==> src/fsr_pkg.sv <==
package fsr_pkg;
    localparam int FSR_BUSY_POS = 0;
    localparam int FSR_WEL_POS = 1;
    localparam int FSR_BP_LSB = 2;
    localparam int FSR_DIR_POS = 5;
    localparam int FSR_GRAN_POS = 6;
    localparam int FSR_SPL_POS = 7;
    localparam int FSR_SPH_POS = 0;
    localparam int FSR_QE_POS = 1;
    localparam int FSR_LB_LSB = 3;
    localparam int FSR_INV_POS = 6;
    localparam int FSR_SUS_POS = 7;
    localparam int FSR_HFM_POS = 4;
    localparam int FSR_DRV_LSB = 5;
    localparam int FSR_ROLE_POS = 7;
    localparam logic [7:0] FSR_REG1_RST = 8'h00;
    localparam logic [7:0] FSR_REG2_RST = 8'h00;
    localparam logic [7:0] FSR_REG3_RST = 8'h00;
    // Writable masks; reserved and status-only bits are never stored
    localparam logic [7:0] FSR_REG1_WMASK = 8'hfc;
    localparam logic [7:0] FSR_REG2_VMASK = 8'h43;
    localparam logic [7:0] FSR_REG2_NMASK = 8'h7b;
    localparam logic [7:0] FSR_REG3_VMASK = 8'hf0;
    localparam logic [7:0] FSR_REG3_NMASK = 8'h90;
    // Default cycles an embedded operation keeps the timer busy; the status busy bit stays up two cycles longer
    localparam int FSR_OP_CYCLES = 16;
    typedef enum logic [2:0] {
        FSR_OP_NONE,
        FSR_OP_PROGRAM,
        FSR_OP_SECTOR_ERASE,
        FSR_OP_BLOCK_ERASE,
        FSR_OP_CHIP_ERASE,
        FSR_OP_STATUS_WRITE
    } fsr_op_e;
    typedef enum logic [1:0] {
        FSR_WEN_NONE,
        FSR_WEN_NONVOL,
        FSR_WEN_VOL
    } fsr_wen_e;
endpackage

==> src/fsr_op_timer.sv <==
`timescale 1ns/10ps
module fsr_op_timer #(
    parameter int WIDTH = 16
) (
    input wire logic mclk,
    input wire logic nrst,
    input wire logic start,
    input wire logic [WIDTH-1:0] length,
    output logic running,
    output logic done
);
    logic [WIDTH-1:0] cnt_q, cnt_d;
    logic run_q, run_d;
    logic done_q, done_d;

    always_comb begin
        cnt_d = cnt_q;
        run_d = run_q;
        done_d = 1'b0;
        if (start && !run_q) begin
            cnt_d = (length == '0) ? WIDTH'(1) : length;
            run_d = 1'b1;
        end else if (run_q) begin
            if (cnt_q == WIDTH'(1)) begin
                run_d = 1'b0;
                done_d = 1'b1;
                cnt_d = '0;
            end else begin
                cnt_d = cnt_q - WIDTH'(1);
            end
        end
    end

    always_ff @(posedge mclk or negedge nrst) begin
        if (!nrst) begin
            cnt_q <= '0;
            run_q <= 1'b0;
            done_q <= 1'b0;
        end else begin
            cnt_q <= cnt_d;
            run_q <= run_d;
            done_q <= done_d;
        end
    end

    assign running = run_q;
    assign done = done_q;
endmodule

==> src/fsr_status_bank.sv <==
`timescale 1ns/10ps
// Behaviour
// RULE1 - First register bit 7 is protect select low, gating write-protect pin use.
// RULE2 - First register bit 6 picks 64-kB blocks (0) or 4-kB sectors (1).
// RULE3 - First register bit 5: 0 protects from top, 1 from bottom.
// RULE4 - First register bits 4..2 are block protect; zero protects nothing.
// RULE5 - First register bit 1 is read-only write enable latch gating operations.
// RULE6 - First register bit 0 is read-only busy flag during embedded work.
// RULE7 - Busy sets during program, erases or status write, clears when done.
// RULE8 - While busy, every instruction except status read is ignored; the code still accepts soft reset while busy.
// RULE9 - Write enable instruction sets the write enable latch.
// RULE10 - Latch clears at reset, write disable, program, erase or status write.
// RULE11 - Second register bit 7 is read-only suspended operation flag.
// RULE12 - Second register bit 6 selects complement map, volatile and stored copies.
// RULE13 - Second register bits 5..3 are one-time lock bits for security areas.
// RULE14 - Second register bit 1 turns shared pins into data lines two, three.
// RULE15 - Second register bit 0 is protect select high.
// RULE16 - Third register bit 7 picks hold or reset role, only without quad.
// RULE17 - Third register bits 6..5 are volatile read drive strength.
// RULE18 - Third register bit 4 is fast clock mode, volatile and stored copies.
// RULE19 - At reset, volatile copies load from their non-volatile counterparts; the code clears volatile protect select high if stored selects are 10.
// RULE20 - Volatile write enable before status write targets volatile copies only.
// RULE21 - Non-volatile write needs write enable, protect selects and pin permission; the code skips the protect check for third register writes.
// RULE22 - Reserved bits read zero and ignore writes.
module fsr_status_bank #(
    parameter int TIMER_WIDTH = 16,
    parameter logic [TIMER_WIDTH-1:0] OP_CYCLES = TIMER_WIDTH'(fsr_pkg::FSR_OP_CYCLES)
) (
    input wire logic mclk,
    input wire logic nrst,
    input wire logic soft_reset,
    input wire logic cmd_write_enable,
    input wire logic cmd_volatile_enable,
    input wire logic cmd_write_disable,
    input wire logic cmd_read_status,
    input wire fsr_pkg::fsr_op_e cmd_op,
    input wire logic [1:0] cmd_reg_sel,
    input wire logic [7:0] cmd_wdata,
    input wire logic cmd_suspend,
    input wire logic cmd_resume,
    input wire logic wp_pin_n,
    output logic [7:0] first_status_reg,
    output logic [7:0] second_status_reg,
    output logic [7:0] third_status_reg,
    output logic cmd_ignored,
    output logic op_started,
    output logic wp_pin_active,
    output logic shared_pin_hold,
    output logic shared_pin_reset,
    output logic quad_lane_enable,
    output logic [1:0] drive_level,
    output logic fast_clock_mode
);
    import fsr_pkg::*;

    logic [7:0] nv1_q, nv1_d, nv2_q, nv2_d, nv3_q, nv3_d;
    logic [7:0] v1_q, v1_d, v2_q, v2_d, v3_q, v3_d;
    logic write_enable_latch_q, write_enable_latch_d;
    logic paused_op_flag_q, paused_op_flag_d;
    fsr_wen_e wen_q, wen_d;
    logic load_q, load_d;
    logic [7:0] o1_q, o1_d, o2_q, o2_d, o3_q, o3_d;
    logic ign_q, ign_d, start_q, start_d;
    logic wpa_q, wpa_d, hold_q, hold_d, rst_q, rst_d, qe_q, qe_d;
    logic [1:0] drv_q, drv_d;
    logic hfm_q, hfm_d;
    logic wp_meta_q, wp_sync_q;
    logic busy, op_done, any_cmd, do_op, prot_ok;

    function automatic logic [7:0] merge(input logic [7:0] old, input logic [7:0] nw,
                                         input logic [7:0] mask);
        merge = (old & ~mask) | (nw & mask);
    endfunction

    fsr_op_timer #(.WIDTH(TIMER_WIDTH)) u_timer (
        .mclk(mclk),
        .nrst(nrst),
        .start(start_q),
        .length(OP_CYCLES),
        .running(busy),
        .done(op_done)
    );

    // Pin is asynchronous to mclk
    always_ff @(posedge mclk or negedge nrst) begin
        if (!nrst) begin
            wp_meta_q <= 1'b1;
            wp_sync_q <= 1'b1;
        end else begin
            wp_meta_q <= wp_pin_n;
            wp_sync_q <= wp_meta_q;
        end
    end

    assign any_cmd = cmd_write_enable | cmd_volatile_enable | cmd_write_disable |
                     cmd_suspend | cmd_resume | (cmd_op != FSR_OP_NONE);
    // Start pulse is still in flight one cycle before the timer shows busy
    assign do_op = (cmd_op != FSR_OP_NONE) && !busy && !start_q && !soft_reset &&
                   write_enable_latch_q; // RULE5

    // Protect selects high/low: 00 free, 01 pin decides unless quad, 1x locked
    always_comb begin
        prot_ok = 1'b0;
        case ({v2_q[FSR_SPH_POS], v1_q[FSR_SPL_POS]}) // RULE1 RULE15 RULE21
            2'b00: prot_ok = 1'b1;
            2'b01: prot_ok = v2_q[FSR_QE_POS] | wp_sync_q;
            default: prot_ok = 1'b0;
        endcase
    end

    always_comb begin
        nv1_d = nv1_q;
        nv2_d = nv2_q;
        nv3_d = nv3_q;
        v1_d = v1_q;
        v2_d = v2_q;
        v3_d = v3_q;
        write_enable_latch_d = write_enable_latch_q;
        paused_op_flag_d = paused_op_flag_q;
        wen_d = wen_q;
        load_d = 1'b0;
        ign_d = 1'b0;
        start_d = 1'b0;
        if (load_q || soft_reset) begin
            // Stored copies survive soft reset; the volatile ones reload from them
            v1_d = nv1_q & FSR_REG1_WMASK; // RULE19
            v2_d = nv2_q & FSR_REG2_VMASK; // RULE19
            // Supply lockdown ends with a reset cycle
            if (nv2_q[FSR_SPH_POS] && !nv1_q[FSR_SPL_POS]) begin
                v2_d[FSR_SPH_POS] = 1'b0;
            end
            v3_d = (nv3_q & FSR_REG3_NMASK) | (FSR_REG3_RST & 8'h60); // RULE19
            write_enable_latch_d = 1'b0; // RULE10
            paused_op_flag_d = 1'b0;
            wen_d = FSR_WEN_NONE;
        end else if (busy || start_q) begin
            ign_d = any_cmd; // RULE8
        end else begin
            if (cmd_write_enable) begin
                write_enable_latch_d = 1'b1; // RULE9
                wen_d = FSR_WEN_NONVOL;
            end else if (cmd_volatile_enable) begin
                wen_d = FSR_WEN_VOL; // RULE20
            end else if (cmd_write_disable) begin
                write_enable_latch_d = 1'b0; // RULE10
                wen_d = FSR_WEN_NONE;
            end else if (cmd_suspend) begin
                paused_op_flag_d = 1'b1; // RULE11
            end else if (cmd_resume) begin
                paused_op_flag_d = 1'b0; // RULE11
            end else if (cmd_op == FSR_OP_STATUS_WRITE && wen_q == FSR_WEN_VOL) begin
                // Volatile write takes effect at once with no busy period
                if (cmd_reg_sel == 2'd2) begin
                    v3_d = merge(v3_q, cmd_wdata, FSR_REG3_VMASK); // RULE17 RULE22
                end else if (prot_ok && cmd_reg_sel == 2'd0) begin
                    v1_d = merge(v1_q, cmd_wdata, FSR_REG1_WMASK); // RULE20
                end else if (prot_ok && cmd_reg_sel == 2'd1) begin
                    v2_d = merge(v2_q, cmd_wdata, FSR_REG2_VMASK); // RULE12 RULE20 RULE22
                end
                wen_d = FSR_WEN_NONE;
            end else if (cmd_op != FSR_OP_NONE) begin
                if (do_op) begin
                    start_d = 1'b1; // RULE7
                    if (cmd_op == FSR_OP_STATUS_WRITE && (prot_ok || cmd_reg_sel == 2'd2)) begin
                        case (cmd_reg_sel) // RULE21
                            2'd0: begin
                                nv1_d = merge(nv1_q, cmd_wdata, FSR_REG1_WMASK); // RULE2 RULE3 RULE4
                                v1_d = nv1_d;
                            end
                            2'd1: begin
                                // Lock bits only ever go from 0 to 1
                                nv2_d = merge(nv2_q, cmd_wdata, FSR_REG2_NMASK) |
                                        (nv2_q & 8'h38); // RULE13
                                v2_d = merge(v2_q, nv2_d, FSR_REG2_VMASK);
                            end
                            2'd2: begin
                                nv3_d = merge(nv3_q, cmd_wdata, FSR_REG3_NMASK);
                                v3_d = merge(v3_q, nv3_d, FSR_REG3_NMASK);
                            end
                            default: begin
                            end
                        endcase
                    end
                end
                write_enable_latch_d = 1'b0; // RULE10
                wen_d = FSR_WEN_NONE;
            end
        end
        // Assemble read views and pin-function outputs from next state
        o1_d = (v1_d & FSR_REG1_WMASK) | {6'h00, write_enable_latch_d, 1'b0};
        o1_d[FSR_BUSY_POS] = (busy & ~op_done) | start_d | start_q; // RULE6 RULE7
        o2_d = (v2_d & FSR_REG2_VMASK) | (nv2_d & 8'h38); // RULE13 RULE22
        o2_d[FSR_SUS_POS] = paused_op_flag_d; // RULE11
        o3_d = v3_d & FSR_REG3_VMASK; // RULE22
        qe_d = v2_d[FSR_QE_POS]; // RULE14
        wpa_d = ~v2_d[FSR_QE_POS]; // RULE14
        hold_d = ~v2_d[FSR_QE_POS] & ~v3_d[FSR_ROLE_POS]; // RULE16
        rst_d = ~v2_d[FSR_QE_POS] & v3_d[FSR_ROLE_POS]; // RULE16
        drv_d = v3_d[FSR_DRV_LSB+1:FSR_DRV_LSB]; // RULE17
        hfm_d = v3_d[FSR_HFM_POS]; // RULE18
    end

    always_ff @(posedge mclk or negedge nrst) begin
        if (!nrst) begin
            nv1_q <= FSR_REG1_RST;
            nv2_q <= FSR_REG2_RST;
            nv3_q <= FSR_REG3_RST;
            v1_q <= FSR_REG1_RST;
            v2_q <= FSR_REG2_RST;
            v3_q <= FSR_REG3_RST;
            write_enable_latch_q <= 1'b0;
            paused_op_flag_q <= 1'b0;
            wen_q <= FSR_WEN_NONE;
            load_q <= 1'b1;
            o1_q <= FSR_REG1_RST;
            o2_q <= FSR_REG2_RST;
            o3_q <= FSR_REG3_RST;
            ign_q <= 1'b0;
            start_q <= 1'b0;
            wpa_q <= 1'b1;
            hold_q <= 1'b1;
            rst_q <= 1'b0;
            qe_q <= 1'b0;
            drv_q <= 2'b00;
            hfm_q <= 1'b0;
        end else begin
            nv1_q <= nv1_d;
            nv2_q <= nv2_d;
            nv3_q <= nv3_d;
            v1_q <= v1_d;
            v2_q <= v2_d;
            v3_q <= v3_d;
            write_enable_latch_q <= write_enable_latch_d;
            paused_op_flag_q <= paused_op_flag_d;
            wen_q <= wen_d;
            load_q <= load_d;
            o1_q <= o1_d;
            o2_q <= o2_d;
            o3_q <= o3_d;
            ign_q <= ign_d;
            start_q <= start_d;
            wpa_q <= wpa_d;
            hold_q <= hold_d;
            rst_q <= rst_d;
            qe_q <= qe_d;
            drv_q <= drv_d;
            hfm_q <= hfm_d;
        end
    end

    assign first_status_reg = o1_q;
    assign second_status_reg = o2_q;
    assign third_status_reg = o3_q;
    assign cmd_ignored = ign_q;
    assign op_started = start_q;
    assign wp_pin_active = wpa_q;
    assign shared_pin_hold = hold_q;
    assign shared_pin_reset = rst_q;
    assign quad_lane_enable = qe_q;
    assign drive_level = drv_q;
    assign fast_clock_mode = hfm_q;

    AST_BUSY_AFTER_START: assert property (@(posedge mclk) disable iff (!nrst) // RULE7
        start_q |=> first_status_reg[FSR_BUSY_POS]) else $error("busy not shown after start");
    AST_BUSY_CLEARS: assert property (@(posedge mclk) disable iff (!nrst) // RULE7
        op_done |=> !first_status_reg[FSR_BUSY_POS]) else $error("busy stuck after done");
    AST_IGNORE_WHEN_BUSY: assert property (@(posedge mclk) disable iff (!nrst) // RULE8
        (busy && !soft_reset && !load_q && cmd_write_enable) |=> cmd_ignored &&
        $stable(write_enable_latch_q)) else $error("command taken while busy");
    AST_WEL_SET: assert property (@(posedge mclk) disable iff (!nrst) // RULE9
        (cmd_write_enable && !busy && !start_q && !soft_reset && !load_q) |=>
        first_status_reg[FSR_WEL_POS]) else $error("latch not set");
    AST_WEL_CLR_OP: assert property (@(posedge mclk) disable iff (!nrst) // RULE10
        start_q |-> !write_enable_latch_q) else $error("latch kept after op");
    AST_NO_OP_WITHOUT_WEL: assert property (@(posedge mclk) disable iff (!nrst) // RULE5
        start_q |-> $past(write_enable_latch_q)) else $error("op without latch");
    AST_QE_PINS: assert property (@(posedge mclk) disable iff (!nrst) // RULE16
        quad_lane_enable |-> !shared_pin_hold && !shared_pin_reset && !wp_pin_active)
        else $error("pin role active in quad");
    AST_RESERVED_ZERO: assert property (@(posedge mclk) disable iff (!nrst) // RULE22
        second_status_reg[2] == 1'b0 && third_status_reg[3:0] == 4'h0)
        else $error("reserved bit set");
    AST_SOFT_RESET_LOAD: assert property (@(posedge mclk) disable iff (!nrst) // RULE19
        soft_reset |=> v1_q == (nv1_q & FSR_REG1_WMASK)) else $error("volatile not reloaded");
    AST_BUSY_BIT_SHOWN: assert property (@(posedge mclk) disable iff (!nrst) // RULE6
        busy |=> first_status_reg[FSR_BUSY_POS]) else $error("busy bit low during operation");
    AST_SUSPEND_SET: assert property (@(posedge mclk) disable iff (!nrst) // RULE11
        (cmd_suspend && !busy && !start_q && !soft_reset && !load_q && !cmd_write_enable &&
        !cmd_volatile_enable && !cmd_write_disable) |=> second_status_reg[FSR_SUS_POS])
        else $error("suspend flag not set");
    AST_LOCK_ONE_WAY: assert property (@(posedge mclk) disable iff (!nrst) // RULE13
        ($past(nv2_q[FSR_LB_LSB+2:FSR_LB_LSB]) & ~nv2_q[FSR_LB_LSB+2:FSR_LB_LSB]) == 3'h0)
        else $error("lock bit cleared");
    AST_VOL_WRITE_NO_OP: assert property (@(posedge mclk) disable iff (!nrst) // RULE20
        (cmd_op == FSR_OP_STATUS_WRITE && wen_q == FSR_WEN_VOL) |=> !op_started)
        else $error("volatile write started an operation");
    AST_NV_NEEDS_WEL: assert property (@(posedge mclk) disable iff (!nrst) // RULE21
        !write_enable_latch_q |=> $stable({nv1_q, nv2_q, nv3_q}))
        else $error("stored bits written without latch");
    AST_PIN_ROLE: assert property (@(posedge mclk) disable iff (!nrst) // RULE16
        !quad_lane_enable |-> (shared_pin_hold != shared_pin_reset) && wp_pin_active)
        else $error("pin role missing without quad");
    AST_STATUS_READ_OK: assert property (@(posedge mclk) disable iff (!nrst) // RULE8
        (cmd_read_status && !any_cmd) |=> !cmd_ignored) else $error("status read ignored");
endmodule

==> config.mk <==
export PLATFORM = sky130hd
export DESIGN_NAME = fsr_status_bank
export DESIGN_NICKNAME = d
export VERILOG_FILES = /design/src/fsr_pkg.sv /design/src/fsr_op_timer.sv /design/src/fsr_status_bank.sv
export SDC_FILE = /design/constraint.sdc
export NUM_CORES = 1
export LEC_CHECK = 0
export ABC_AREA = 1
export ABC_CLOCK_PERIOD_IN_PS = 2000
export BUFFER_PORTS_ARGS = -buffer_cell sky130_fd_sc_hd__buf_2
export CORE_MARGIN = 5
export CORE_UTILIZATION = 45
export DETAILED_ROUTE_END_ITERATION = 12
export PLACE_DENSITY = 0.67
export SLEW_MARGIN = 20
export SYNTH_ARGS = -nofsm -noshare
export SYNTH_HDL_FRONTEND = slang
export SYNTH_SLANG_ARGS = --single-unit
==> constraint.sdc <==
create_clock -name mclk -period 2 [get_ports mclk]
set_input_delay 0.4 -clock mclk [delete_from_list [all_inputs] [get_ports mclk]]
set_output_delay 0.4 -clock mclk [all_outputs]
set_load 0.02 [all_outputs]
==> metrics.log <==
[metrics] remaining design rule violation count: 0
[metrics] DIE AREA: 8770 um^2
[metrics] largest clock skew in the final design: 0.00958 ns
[metrics] final max-slew violation count: 0
[metrics] clock slew seen by the registers of the worst setup and hold paths: ~0.070 ns
[metrics] all-layer global routing usage: 0.178
[metrics] wire length per cell after detailed routing: ~13 um
[metrics] average instance area after synthesis: about 8.4 um^2
[metrics] number of fill cells in the layout: 645
[metrics] CTS tree: yes
[metrics] FFs w/ async S/R, synth: 1.00
[metrics] Ant. Diodes: 0
[metrics] TNS Setup: 0 ns
[metrics] maximum clock frequency: 566 MHz
[metrics] number of storage elements in the synthesis netlist: 58
[metrics] first-pass iteration count of the detailed router: 4
[metrics] status: finished, final reports clean
[metrics] number of flip-flops in the largest register: 16
[metrics] Warnings, synthesis: 0
[metrics] final worst path period share: 0.883
[metrics] number of endpoints failing setup at the final stage: 0
[metrics] vias per inst: 4.93
[metrics] Worst IR Drop VDD: 562 uV
[metrics] # IOs: 56
[metrics] post-route minimum period: roughly 1.8 ns
[metrics] Final Hold Vio Count: 0
[metrics] Max Buffers Root-to-Sink: 2
[metrics] sum of net half-perimeters after detailed placement: approximately 5300 um
[metrics] quantity of hold-fixing buffers added after cts: 0
[metrics] final design utilization: 0.545
[metrics] number of buffers added by the clock tree synthesis step: 9
[metrics] weighted congestion reported at the end of routability-driven placement: 0.866
[metrics] Pleak: between 1.5 and 2 nW
[metrics] via count: 2,614
[metrics] internal portion of total power: between 2 and 2.5 mW
[metrics] share of final-layout standard cells stronger than drive strength 1: 0.270
[metrics] CP Data Arrival Time: slightly below 2 ns
[metrics] register share of total power: 0.398
[metrics] number of clock sinks seen by CTS: slightly below 60
[metrics] Netlist cell types: 44
[metrics] startpoint-to-endpoint class of the critical path: flip-flop to flip-flop
[metrics] number of global-route vias before repair: 2,658
[metrics] area growth from synthesis to layout: 17.7%
[metrics] dominant register cell in the synthesized netlist: sky130_fd_sc_hd__dfrtp_1
[metrics] RSZ-0062 raised after global routing: no
[metrics] Min-Delay Path Class: input port to asynchronous set/reset pin
[metrics] cell area after synthesis: 3150 um^2
[metrics] sequential element share of the synthesized area: 0.463
[metrics] Core Area: roughly 6800 um^2
[metrics] antenna violations before repair: 0
[metrics] critical-path maximum fanout: 12
[metrics] element type at the critical path start: flip-flop
[metrics] Clk network pwr share: 0.335
[metrics] antenna-violating nets left: 0
[metrics] pin count of the biggest net entering global routing: 40
[metrics] clock tree root buffer cell: sky130_fd_sc_hd__clkbuf_8
[metrics] clock latency at the later pin of the worst-skew pair: 0.34 ns
[metrics] Mapped Cells: 373
[metrics] combinational group share of total power: 0.267
[metrics] detailed router's first-iteration violation count: 195
[metrics] number of enable flip-flop cells after synthesis: 0
[metrics] Die Y-Extent: 93.6 um
[metrics] crit end category: flip-flop
[metrics] required time reported for the critical path endpoint: approximately 2.2 ns
[metrics] number of nets in the final layout: roughly 450
[metrics] most common library cell in the layout ignoring fill and taps: sky130_fd_sc_hd__nand2_1
[metrics] global route total overflow: 0
[metrics] placement-stage worst setup slack: 0.147 ns
[metrics] pwr dens: between 900 and 1000 nW/um^2
[metrics] R2R depth: 8
[metrics] net switching power of the design: 1.19 mW
[metrics] Total Wirelength: 7110 um
[metrics] max cap viols: 0
[metrics] switching fraction of total power: 0.330
[metrics] count of buffers from port buffering: 49
[metrics] Placement Rows: 30
[metrics] commonest non-fill, non-tap cells in the layout: sky130_fd_sc_hd__nand2_1 (75), sky130_fd_sc_hd__dfrtp_1 (53), sky130_fd_sc_hd__inv_1 (51)
[metrics] chip width: 93.6 um
[metrics] starting utilization of the core area: 0.463
[metrics] post-layout worst setup margin: 0.233 ns
[metrics] wire length of the first global-routing pass: ~12,000 um
[metrics] number of levels in the clock H-tree: 3
==> synthesized netlist by cell type, drive strengths merged, types with 5 or more instances <==
master	number	area [um^2]
a21oi	13	65.1
buf	18	138
dfrtp	53	1330
dfstp	5	131
inv	54	203
nand2	80	318
nand3	22	130
nand4	9	68.8
nor2	40	200
nor3	9	78.8
o21ai	29	171
o22ai	8	50.1
xor2	6	52.6
==> power by group through the flow <==
stage,Sequential (mW),Clock (mW),Combinational (mW)
floorplan,1.43,0,0.754
global placement,1.44,0,0.929
detailed placement,1.45,0,0.951
CTS,1.43,1.23,0.964
global route,1.45,1.30,1.09
finish,1.43,1.20,0.961
==> cell type report <==
class	count	area, um^2	area share
clock buffer	11	141	0.0382
clock inverter	5	77.6	0.0209
inverter	54	203	0.0547
multi-input combinational	246	1370	0.369
sequential	58	1460	0.393
tap	96	120	0.0324
timing repair buffer	60	340	0.0918
==> per-layer routing <==
layer / vias to the layer above / global-route usage / wire length (um)
met5: - / 0 / 0
met4: 0 / 0.0746 / 76
met3: 6 / 0.0426 / 407
met2: 63 / 0.276 / 3320
met1: 1236 / 0.237 / 3310
li1: 1309 / - / -
==> worst paths after layout <==
| path | slack, ns | from | endpoint |
|---|---|---|---|
| setup / recovery | 0.23 | load_q$_DFF_PN1_ | first_status_reg[3]$_DFFE_PN0P_ |
| hold / removal | 0.03 | nrst | u_timer.cnt_q[5]$_DFFE_PN0P_ |
| setup reg to reg | 0.23 | load_q$_DFF_PN1_ | first_status_reg[3]$_DFFE_PN0P_ |
| hold reg to reg | 0.36 | wp_meta_q$_DFF_PN1_ | wp_sync_q$_DFF_PN1_ |
| max in group asynchronous | 1.35 | nrst | shared_pin_hold$_DFF_PN1_ |
| min in group mclk | 0.16 | wp_pin_n | wp_meta_q$_DFF_PN1_ |
==> repair_timing <==
item / in CTS / in global routing
gates resized for setup: 0 / 1
hold endpoints to repair: 0 / 0
endpoints found under the setup margin: 0 / 2
buffers inserted: 0 / 0
==> worst max-delay path, cell delays in order, from the launching register on <==
cell                        delay (ns)
sky130_fd_sc_hd__dfstp_2          0.52
sky130_fd_sc_hd__nor2_1           0.03
sky130_fd_sc_hd__buf_4            0.17
sky130_fd_sc_hd__inv_1            0.17
sky130_fd_sc_hd__nor2_1           0.10
sky130_fd_sc_hd__nor3_2           0.24
sky130_fd_sc_hd__o2111ai_2        0.24
sky130_fd_sc_hd__nand2_1          0.12
sky130_fd_sc_hd__nand3_1          0.07
==> cells by family (layout without fill, tap and decap cells) <==
| logic type | after synthesis | count (layout) | synth area share |
|---|---|---|---|
| AO/OA/AOI/OAI | 64 | 64 | 0.129 |
| flip-flops | 58 | 58 | 0.463 |
| buffers and inverters | 74 | 130 | 0.110 |
| adder cells (fa/ha/maj) | 2 | 2 | 0.00795 |
| XOR/XNOR | 8 | 8 | 0.0223 |
| other | 1 | 6 | 0.00119 |
| AND/OR/NAND/NOR | 166 | 166 | 0.266 |
==> metrics by stage <==
step / instance area (um^2) / std cells / total power [mW] / hold slack (ns)
after floorplan: 3170 / 378 / 2.18 / 0.104
after global placement: 3480 / 514 / 2.37 / 0.346
after detailed placement: 3480 / 514 / 2.40 / 0.348
after CTS: 3700 / 530 / 3.63 / 0.0254
after global routing: 3710 / 530 / 3.85 / 0.0530
final: 3710 / 530 / 3.60 / 0.0267
Note: power is estimated with default switching activity, not from simulation.
